===== src/utxc_pkg.sv =====
// Constants for the serial port transmit control and address detect block
package utxc_pkg;
    // ----------------------------------------------------------------
    // Register map (byte addresses)
    // ----------------------------------------------------------------
    localparam logic [7:0] UTXC_OFS_STATUS_CONTROL = 8'h00;
    localparam logic [7:0] UTXC_OFS_MODE           = 8'h04;
    localparam logic [7:0] UTXC_OFS_TX_DATA        = 8'h08;
    localparam logic [31:0] UTXC_STATUS_RESET      = 32'h0000_0000;

    // ----------------------------------------------------------------
    // Status and control fields
    // ----------------------------------------------------------------
    localparam int UTXC_ADM_BIT    = 24;
    localparam int UTXC_ADDR_LSB   = 16;
    localparam int UTXC_ADDR_MSB   = 23;
    localparam int UTXC_TXISEL_LSB = 14;
    localparam int UTXC_TXISEL_MSB = 15;
    localparam int UTXC_INV_BIT    = 13;
    localparam int UTXC_RXEN_BIT   = 12;
    localparam int UTXC_BRK_BIT    = 11;
    localparam int UTXC_TXEN_BIT   = 10;
    localparam int UTXC_FULL_BIT   = 9;
    localparam int UTXC_EMPTY_BIT  = 8;

    // ----------------------------------------------------------------
    // Mode register fields
    // ----------------------------------------------------------------
    localparam int UTXC_ON_BIT = 15;
    localparam int UTXC_IR_BIT = 12;

    // ----------------------------------------------------------------
    // Transmit interrupt select codes
    // ----------------------------------------------------------------
    typedef enum logic [1:0] {
        UTXC_IRQ_NOT_FULL  = 2'h0,
        UTXC_IRQ_ALL_DONE  = 2'h1,
        UTXC_IRQ_BUF_EMPTY = 2'h2,
        UTXC_IRQ_RESERVED  = 2'h3
    } utxc_irq_mode_t;

    // ----------------------------------------------------------------
    // Frame shapes and timing
    // ----------------------------------------------------------------
    localparam int UTXC_FRAME_W       = 14;
    localparam logic [3:0] UTXC_DATA_BITS  = 4'ha;
    localparam logic [3:0] UTXC_BRK_BITS   = 4'he;
    localparam int UTXC_BRK_ZEROS     = 12;
    localparam int UTXC_DEF_BAUD_DIV  = 16;
    localparam int UTXC_IR_PULSE_NUM  = 3;
    localparam int UTXC_IR_PULSE_DEN  = 16;

    typedef enum logic [1:0] {
        UTXC_ST_IDLE  = 2'b01,
        UTXC_ST_SHIFT = 2'b10
    } utxc_state_t;
endpackage


===== src/utxc_top.sv =====
// Serial port transmit control, break, tx interrupt select, rx enable, address detect
//
// Behaviour
// - Address-detect mode runs only while enable bit 24 is set.
// - Address field bits 23-16 is the character matched in address-detect mode.
// - Select 00: tx interrupt while buffer has a free entry.
// - Select 01: tx interrupt once all characters fully shifted out.
// - Select 10: tx interrupt while transmit buffer is empty.
// - Infrared off: tx pin idles low if inverted, high otherwise.
// - Infrared on: encoded tx pin idles high if inverted, low otherwise.
// - Receiver enable with module on takes the rx pin, else ignored.
// - Send-break makes next transmission start bit, twelve zeros, stop bit.
// - Hardware clears send-break when the break sequence finishes.
// - Transmit enable with module on drives the tx pin.
// - Clearing transmit enable aborts shifting, empties buffer, releases pin.
// - Buffer-full flag bit 9 reads 1 only when buffer is full.
// - All-empty flag bit 8 reads 1 only when shifter and buffer empty.
`timescale 1ns/1ps

// ----------------------------------------------------------------
// Transmit buffer
// ----------------------------------------------------------------
module utxc_fifo #(
    parameter int WIDTH = 8,
    parameter int DEPTH = 32
) (
    // Clock and reset
    input  wire logic             sys_clk,
    input  wire logic             resetn,
    input  wire logic             flush,
    // Fill side
    input  wire logic             in_valid,
    output logic                  in_ready,
    input  wire logic [WIDTH-1:0] in_data,
    // Drain side
    output logic                  out_valid,
    input  wire logic             out_ready,
    output logic [WIDTH-1:0]      out_data
);
    localparam int AW = $clog2(DEPTH);
    localparam int CW = $clog2(DEPTH + 1);
    localparam logic [CW-1:0] FULL_CNT = CW'(DEPTH);
    localparam logic [AW-1:0] LAST_PTR = AW'(DEPTH - 1);

    logic [WIDTH-1:0] mem [DEPTH];
    logic [AW-1:0]    wr_ptr_reg;
    logic [AW-1:0]    rd_ptr_reg;
    logic [CW-1:0]    count_reg;
    logic             push;
    logic             pop;

    assign in_ready  = (count_reg != FULL_CNT);
    assign out_valid = (count_reg != '0);
    assign out_data  = mem[rd_ptr_reg];
    assign push      = in_valid && in_ready && !flush;
    assign pop       = out_valid && out_ready && !flush;

    always_ff @(posedge sys_clk) begin
        if (push) begin
            mem[wr_ptr_reg] <= in_data;
        end
    end

    always_ff @(posedge sys_clk) begin
        if (!resetn || flush) begin
            wr_ptr_reg <= '0;
            rd_ptr_reg <= '0;
            count_reg  <= '0;
        end else begin
            if (push) begin
                wr_ptr_reg <= (wr_ptr_reg == LAST_PTR) ? '0 : wr_ptr_reg + 1'b1;
            end
            if (pop) begin
                rd_ptr_reg <= (rd_ptr_reg == LAST_PTR) ? '0 : rd_ptr_reg + 1'b1;
            end
            if (push && !pop) begin
                count_reg <= count_reg + 1'b1;
            end else if (pop && !push) begin
                count_reg <= count_reg - 1'b1;
            end
        end
    end
endmodule

// ----------------------------------------------------------------
// Top
// ----------------------------------------------------------------
module utxc_top
    import utxc_pkg::*;
#(
    parameter int BAUD_DIV = UTXC_DEF_BAUD_DIV,
    parameter int FIFO_DEPTH = 32
) (
    // Clock and reset
    input  wire logic        sys_clk,
    input  wire logic        resetn,
    // Register port
    input  wire logic [7:0]  reg_addr,
    input  wire logic [31:0] reg_wdata,
    input  wire logic        reg_wr,
    input  wire logic        reg_rd,
    output logic [31:0]      reg_rdata,
    // Serial pins
    output logic             serial_tx_pin_out,
    output logic             serial_tx_pin_oe,
    input  wire logic        serial_rx_pin,
    // Receive path
    output logic             rx_owned,
    output logic             rx_line,
    input  wire logic        rx_char_valid,
    input  wire logic [8:0]  rx_char,
    output logic             addr_match,
    // Transmit interrupt level
    output logic             tx_irq
);
    import utxc_pkg::*;

    localparam int CNT_W = $clog2(BAUD_DIV);
    localparam logic [CNT_W-1:0] BAUD_LAST = CNT_W'(BAUD_DIV - 1);
    // Infrared pulse is a fixed fraction of a bit period, at least a cycle
    localparam int IR_CYC_I = (BAUD_DIV * UTXC_IR_PULSE_NUM) / UTXC_IR_PULSE_DEN;
    localparam logic [CNT_W-1:0] IR_CYC = CNT_W'((IR_CYC_I < 1) ? 1 : IR_CYC_I);

    // ----------------------------------------------------------------
    // Control registers
    // ----------------------------------------------------------------
    logic           addr_detect_enable_reg;
    logic [7:0]     addr_char_reg;
    utxc_irq_mode_t tx_irq_mode_select_reg;
    logic           tx_idle_invert_reg;
    logic           receiver_enable_reg;
    logic           send_break_reg;
    logic           transmitter_enable_reg;
    logic           module_on_reg;
    logic           infrared_encode_enable_reg;
    logic           wr_status;
    logic           wr_mode;
    logic           wr_data;
    logic           tx_active;
    logic           break_done;

    assign wr_status = reg_wr && (reg_addr == UTXC_OFS_STATUS_CONTROL);
    assign wr_mode   = reg_wr && (reg_addr == UTXC_OFS_MODE);
    assign wr_data   = reg_wr && (reg_addr == UTXC_OFS_TX_DATA);
    assign tx_active = transmitter_enable_reg && module_on_reg;

    always_ff @(posedge sys_clk) begin
        if (!resetn) begin
            addr_detect_enable_reg <= 1'b0;
            addr_char_reg          <= 8'h00;
            tx_irq_mode_select_reg <= UTXC_IRQ_NOT_FULL;
            tx_idle_invert_reg     <= 1'b0;
            receiver_enable_reg    <= 1'b0;
            transmitter_enable_reg <= 1'b0;
        end else if (wr_status) begin
            addr_detect_enable_reg <= reg_wdata[UTXC_ADM_BIT];
            addr_char_reg          <= reg_wdata[UTXC_ADDR_MSB:UTXC_ADDR_LSB];
            tx_irq_mode_select_reg <= utxc_irq_mode_t'(reg_wdata[UTXC_TXISEL_MSB:UTXC_TXISEL_LSB]);
            tx_idle_invert_reg     <= reg_wdata[UTXC_INV_BIT];
            receiver_enable_reg    <= reg_wdata[UTXC_RXEN_BIT];
            transmitter_enable_reg <= reg_wdata[UTXC_TXEN_BIT];
        end
    end

    // A software write in the clearing cycle wins, so a fresh request survives
    always_ff @(posedge sys_clk) begin
        if (!resetn) begin
            send_break_reg <= 1'b0;
        end else if (wr_status) begin
            send_break_reg <= reg_wdata[UTXC_BRK_BIT];
        end else if (break_done) begin
            send_break_reg <= 1'b0;
        end
    end

    always_ff @(posedge sys_clk) begin
        if (!resetn) begin
            module_on_reg              <= 1'b0;
            infrared_encode_enable_reg <= 1'b0;
        end else if (wr_mode) begin
            module_on_reg              <= reg_wdata[UTXC_ON_BIT];
            infrared_encode_enable_reg <= reg_wdata[UTXC_IR_BIT];
        end
    end

    // ----------------------------------------------------------------
    // Transmit buffer and shifter
    // ----------------------------------------------------------------
    utxc_state_t                state_reg;
    logic [UTXC_FRAME_W-1:0]    frame_reg;
    logic [3:0]                 bits_left_reg;
    logic [CNT_W-1:0]           baud_cnt_reg;
    logic                       break_frame_reg;
    logic                       fifo_in_ready;
    logic                       fifo_out_valid;
    logic [7:0]                 fifo_out_data;
    logic                       take_char;
    logic                       start_break;
    logic                       bit_end;
    logic                       tx_buffer_full;
    logic                       tx_all_empty;

    assign start_break  = (state_reg == UTXC_ST_IDLE) && tx_active && send_break_reg;
    assign take_char    = (state_reg == UTXC_ST_IDLE) && tx_active && !send_break_reg
                          && fifo_out_valid;
    assign bit_end      = (state_reg == UTXC_ST_SHIFT) && (baud_cnt_reg == BAUD_LAST);
    assign break_done   = bit_end && (bits_left_reg == 4'h1) && break_frame_reg;
    assign tx_buffer_full = !fifo_in_ready;
    assign tx_all_empty = (state_reg == UTXC_ST_IDLE) && !fifo_out_valid;

    // A write to a full buffer is dropped; software polls the full flag
    utxc_fifo #(
        .WIDTH (8),
        .DEPTH (FIFO_DEPTH)
    ) u_fifo (
        .sys_clk   (sys_clk),
        .resetn    (resetn),
        .flush     (!tx_active),
        .in_valid  (wr_data),
        .in_ready  (fifo_in_ready),
        .in_data   (reg_wdata[7:0]),
        .out_valid (fifo_out_valid),
        .out_ready (take_char),
        .out_data  (fifo_out_data)
    );

    always_ff @(posedge sys_clk) begin
        if (!resetn || !tx_active) begin
            state_reg       <= UTXC_ST_IDLE;
            frame_reg       <= '1;
            bits_left_reg   <= 4'h0;
            baud_cnt_reg    <= '0;
            break_frame_reg <= 1'b0;
        end else begin
            case (state_reg)
                UTXC_ST_IDLE: begin
                    baud_cnt_reg <= '0;
                    if (start_break) begin
                        // Start bit and twelve zeros, then the stop bit
                        frame_reg       <= {1'b1, {UTXC_BRK_ZEROS{1'b0}}, 1'b0};
                        bits_left_reg   <= UTXC_BRK_BITS;
                        break_frame_reg <= 1'b1;
                        state_reg       <= UTXC_ST_SHIFT;
                    end else if (take_char) begin
                        frame_reg       <= {4'hf, 1'b1, fifo_out_data, 1'b0};
                        bits_left_reg   <= UTXC_DATA_BITS;
                        break_frame_reg <= 1'b0;
                        state_reg       <= UTXC_ST_SHIFT;
                    end
                end
                UTXC_ST_SHIFT: begin
                    baud_cnt_reg <= bit_end ? '0 : baud_cnt_reg + 1'b1;
                    if (bit_end) begin
                        frame_reg     <= {1'b1, frame_reg[UTXC_FRAME_W-1:1]};
                        bits_left_reg <= bits_left_reg - 4'h1;
                        if (bits_left_reg == 4'h1) begin
                            state_reg <= UTXC_ST_IDLE;
                        end
                    end
                end
                default: begin
                    state_reg <= UTXC_ST_IDLE;
                end
            endcase
        end
    end

    // ----------------------------------------------------------------
    // Transmit pin
    // ----------------------------------------------------------------
    logic line_bit;
    logic ir_pulse;

    assign line_bit = (state_reg == UTXC_ST_SHIFT) ? frame_reg[0] : 1'b1;
    assign ir_pulse = !line_bit && (baud_cnt_reg < IR_CYC);

    always_ff @(posedge sys_clk) begin
        if (!resetn) begin
            serial_tx_pin_out <= 1'b1;
            serial_tx_pin_oe  <= 1'b0;
        end else begin
            serial_tx_pin_oe <= tx_active;
            if (infrared_encode_enable_reg) begin
                serial_tx_pin_out <= ir_pulse ^ tx_idle_invert_reg;
            end else begin
                serial_tx_pin_out <= line_bit ^ tx_idle_invert_reg;
            end
        end
    end

    // ----------------------------------------------------------------
    // Receive pin and address detect
    // ----------------------------------------------------------------
    logic rx_sync1_reg;
    logic rx_sync2_reg;

    always_ff @(posedge sys_clk) begin
        if (!resetn) begin
            rx_sync1_reg <= 1'b1;
            rx_sync2_reg <= 1'b1;
        end else begin
            rx_sync1_reg <= serial_rx_pin;
            rx_sync2_reg <= rx_sync1_reg;
        end
    end

    // Released line reads idle so the receive path sees no activity
    always_ff @(posedge sys_clk) begin
        if (!resetn) begin
            rx_owned <= 1'b0;
            rx_line  <= 1'b1;
        end else begin
            rx_owned <= receiver_enable_reg && module_on_reg;
            rx_line  <= (receiver_enable_reg && module_on_reg) ? rx_sync2_reg : 1'b1;
        end
    end

    // Bit 8 of a received character marks it as an address
    always_ff @(posedge sys_clk) begin
        if (!resetn) begin
            addr_match <= 1'b0;
        end else begin
            addr_match <= rx_char_valid && addr_detect_enable_reg && rx_owned
                          && rx_char[8] && (rx_char[7:0] == addr_char_reg);
        end
    end

    // ----------------------------------------------------------------
    // Interrupt level and read data
    // ----------------------------------------------------------------
    always_ff @(posedge sys_clk) begin
        if (!resetn) begin
            tx_irq <= 1'b0;
        end else begin
            case (tx_irq_mode_select_reg)
                UTXC_IRQ_NOT_FULL:  tx_irq <= !tx_buffer_full;
                UTXC_IRQ_ALL_DONE:  tx_irq <= tx_all_empty;
                UTXC_IRQ_BUF_EMPTY: tx_irq <= !fifo_out_valid;
                default:            tx_irq <= 1'b0;
            endcase
        end
    end

    logic [31:0] status_word;

    always_comb begin
        status_word = UTXC_STATUS_RESET;
        status_word[UTXC_ADM_BIT]                   = addr_detect_enable_reg;
        status_word[UTXC_ADDR_MSB:UTXC_ADDR_LSB]     = addr_char_reg;
        status_word[UTXC_TXISEL_MSB:UTXC_TXISEL_LSB] = tx_irq_mode_select_reg;
        status_word[UTXC_INV_BIT]                   = tx_idle_invert_reg;
        status_word[UTXC_RXEN_BIT]                  = receiver_enable_reg;
        status_word[UTXC_BRK_BIT]                   = send_break_reg;
        status_word[UTXC_TXEN_BIT]                  = transmitter_enable_reg;
        status_word[UTXC_FULL_BIT]                  = tx_buffer_full;
        status_word[UTXC_EMPTY_BIT]                 = tx_all_empty;
    end

    always_ff @(posedge sys_clk) begin
        if (!resetn || !reg_rd) begin
            reg_rdata <= 32'h0000_0000;
        end else begin
            case (reg_addr)
                UTXC_OFS_STATUS_CONTROL: reg_rdata <= status_word;
                UTXC_OFS_MODE: begin
                    reg_rdata <= 32'h0000_0000;
                    reg_rdata[UTXC_ON_BIT] <= module_on_reg;
                    reg_rdata[UTXC_IR_BIT] <= infrared_encode_enable_reg;
                end
                default: reg_rdata <= 32'h0000_0000;
            endcase
        end
    end

    // ----------------------------------------------------------------
    // Checks
    // ----------------------------------------------------------------
    localparam int AST_BRK_MAX = 14 * BAUD_DIV + 2;
endmodule

===== config.mk =====
export PLATFORM = sky130hd
export DESIGN_NAME = utxc_top
export DESIGN_NICKNAME = d
export VERILOG_FILES = /design/src/utxc_pkg.sv /design/src/utxc_top.sv
export SDC_FILE = /design/constraint.sdc
export NUM_CORES = 1
export LEC_CHECK = 0
export BUFFER_PORTS_ARGS = -buffer_cell sky130_fd_sc_hd__buf_2
export CORE_ASPECT_RATIO = 0.9
export CORE_MARGIN = 3
export CORE_UTILIZATION = 53
export CTS_CLUSTER_SIZE = 30
export DETAILED_ROUTE_END_ITERATION = 12
export GPL_TIMING_DRIVEN = 0
export PLACE_DENSITY = 0.74
export SYNTH_ARGS = -nofsm -noshare
export SYNTH_HDL_FRONTEND = slang
export SYNTH_HIERARCHICAL = 1
export SYNTH_SLANG_ARGS = --single-unit

===== constraint.sdc =====
create_clock -name sys_clk -period 3.5 [get_ports sys_clk]
set_input_delay 0.35 -clock sys_clk [delete_from_list [all_inputs] [get_ports sys_clk]]
set_output_delay 0.35 -clock sys_clk [all_outputs]
set_load 0.02 [all_outputs]

==> results.yml <==
status:
  status: "finished, final reports clean"
sta:
  slew_headroom_pct: 25.4
  post-route-min-period_ns: 3.28
  period_share_pct: 93.7
  timing.fmax_mhz: 305
  fin_hold_ws_ns: 0.0390
  rsz0062_at_grt: "no"
  setup_viol: 0
  hold_violations: 0
  clock_skew_ns: 0.0145
  worst_slew_pin_slew_ns: 1.12
  drv_slew: 0
detailed_routing:
  drc: 0
  vias_per_cell: 5.84
  antenna_left: 0
  num_vias: 8346
  wl_um: 29000
  routedWlPerCell_um: 20.3
  drt-initial-drc-count: 796
  first_pass_iters: 5
yosys:
  synth_top_area_share_pct: 55.0
  seq_area_frac_synth_pct: 67.4
  synthTopCellsByCount: "edfxtp_1, dfxtp_1, mux2i_1"
  synth.most_common_cell: "edfxtp_1"
  muxShareOfSynthArea_pct: 10.4
  synth_top_family_by_area: "multiplexers"
  synth_top_area_cell: "edfxtp_1"
  synthSimpleGateAreaFrac_pct: 9.15
  synth_seq_cells: 343
  synthFlopType: "edfxtp_1"
  synthesis.area_um2: 14000
  yosys_warnings: 6
  synthArstFlopShare_pct: 0
  synthDistinctLibCells: 71
  synth-compound-area-share_pct: 7.41
  synth_area_leaders: "edfxtp_1, dfxtp_1, mux2i_1"
  synth_cells: 945
  avgSynthCellArea_um2: 14.8
  synth_edf_count: 256
  synth_xor_area_share_pct: 0.751
  synthAdderAreaFrac_pct: 1.75
place:
  place_hpwl_um: 18900
  io_buffers: 67
  place_inst: 1368
  gp_congestion: 0.826
  placed_area_um2: 14800
power:
  p_per_area_nw_per_um2: 510
  leakage_nw: 5.33
  peakVddDrop_v: 0.000481
clocking:
  cts-root-buf: "clkbuf_16"
  cts_tree: "yes"
  cts_buffers: 36
  clockBufferDepth: 3
  cts.sinks: 343
  path_clk_slew_ns: 0.06
  htreeDepth: 2
  clk_latency_ns: 0.51
  ctsHoldBuffers: 0
global_route:
  grt_pass1_vias: 8029
  overflow: 0
  grt_antenna_before_repair: 0
  grt_max_degree: 33
  track_usage_pct: 20.5
  grt_pass1_wl_um: 45100
floorplanning:
  die_y_um: 160
  initial_utilization_pct: 54.8
  core_area_um2: 25500
  rows: 55
  die_w_um: 177
  die-area_um2: 28400
  io-pin-count: 93
layout:
  seqCellArea_um2: 9430
  final_cells: 1428
  antenna_cells: 0
  largest_register_ffs: 256
  multi_input_area_um2: 4210
  final_area_um2: 15900
  nNetsFinal: 1137
  drive_above_1_share_pct: 19.1
  syn_to_final_growth_pct: 14.0
  fillers: 1873
critical_path:
  r2r_start: "module_on_reg"
  startpoint: "module_on_reg"
  required_ns: 3.89
  cp.arrival_ns: 3.67
  path_class: "reg2reg"
  cp_max_fo: 11
  cp-end-kind: "flip-flop"
  start_kind: "flip-flop"
hold_path:
  hp-class: "in2reg"
  min-delay-start: "serial_rx_pin"
flow_run:
  max-cap-violations: 0
-- logic make-up (layout without fill, tap and decap cells) --
| logic type | count (synthesis) | after routing |
|---|---|---|
| flip-flops | 343 | 343 |
| buffers and inverters | 78 | 205 |
| other | 1 | 15 |
| multiplexers | 103 | 103 |
| AO/OA/AOI/OAI | 138 | 138 |
| AND/OR/NAND/NOR | 251 | 251 |
| adder cells (fa/ha/maj) | 19 | 19 |
| XOR/XNOR | 12 | 12 |
-- metrics by stage --
step                TNS, ns  setup WS (ns)  power, W  util (%)
finish                    0          0.222   0.00813      62.5
global route              0         0.0376   0.00838      62.5
CTS                       0         0.0536   0.00820      62.4
detailed placement   -66.78         -0.713   0.00458      58.0
global placement     -64.37         -0.634   0.00458      58.0
floorplan                 0        0.00163   0.00450         -
-- final timing paths --
path | endpoint | slack, ns | cells past startpoint
hold / removal | rx_sync1_reg | 0.04 | 2
hold reg to reg | rx_sync2_reg | 0.40 | 1
setup / recovery | u_fifo/count_reg[4] | 0.22 | 11
setup reg to reg | u_fifo/count_reg[4] | 0.22 | 11
-- critical path, cell delays in order (launching register included) --
cell and delay (ns):
dfxtp_1 0.42, nand2_1 0.34, nor3_2 0.40, o31ai_4 0.20, or2_2 0.31, ha_1 0.28
inv_2 0.17, ha_1 0.25, nor2b_1 0.13, o21a_1 0.17, or3_1 0.31, a31o_2 0.20
-- cell usage in the layout (no fill, tap or decap), types with 5 or more instances in the layout --
| cell type | synthesis | final |
|---|---|---|
| nor3_1 | 7 | 5 |
| o21ai_0 | 25 | 25 |
| nor2_1 | 58 | 58 |
| clkinv_2 | 0 | 6 |
| dfxtp_1 | 87 | 85 |
| nand2b_1 | 6 | 6 |
| buf_2 | 16 | 83 |
| nand3_1 | 56 | 56 |
| and2_1 | 16 | 16 |
| mux4_2 | 25 | 25 |
| buf_4 | 16 | 16 |
| a221oi_1 | 7 | 7 |
| edfxtp_1 | 256 | 256 |
| mux4_1 | 7 | 7 |
| a21oi_1 | 14 | 14 |
| ha_1 | 18 | 18 |
| and3_1 | 7 | 7 |
| clkbuf_16 | 0 | 37 |
| inv_1 | 16 | 15 |
| xnor2_1 | 9 | 9 |
| nand2_1 | 53 | 53 |
| nor2b_1 | 12 | 12 |
| a22o_1 | 8 | 8 |
| or3_1 | 6 | 6 |
| conb_1 | 1 | 15 |
| mux2i_1 | 71 | 71 |
| o21a_1 | 5 | 5 |
| a22oi_1 | 42 | 42 |
| clkbuf_1 | 21 | 28 |
| o211ai_1 | 12 | 12 |
-- where the power goes --
part / internal (W) / switching [W] / leakage (nW)
sequential: 0.00436 / 0.000000741 / 3.00
clock: 0.00217 / 0.00146 / 0.552
combinational: 0.0000385 / 0.0000904 / 1.77
-- routing by layer --
metal  part of all wire (%)  wire length, µm  track usage [%]
met5                      0                0                0
met2                     47            13800             31.8
met4                    1.8              517             5.17
met1                     44            12800             30.7
met3                    6.7             1940             3.16
-- repair_timing --
item,CTS,global route
endpoints found under the setup margin,3,3
resized for setup,3,4
setup buffers,0,0
-- cell type report --
cell class / instances / area share (%)
Buffer: 61 / 2.31
Clock buffer: 46 / 6.08
Clock inverter: 15 / 0.949
Inverter: 16 / 0.377
Multi-Input combinational cell: 538 / 26.4
Sequential cell: 343 / 59.1
Tap cell: 342 / 2.68
Timing Repair Buffer: 67 / 2.10
No activity file was read; power rests on OpenSTA's default activity.
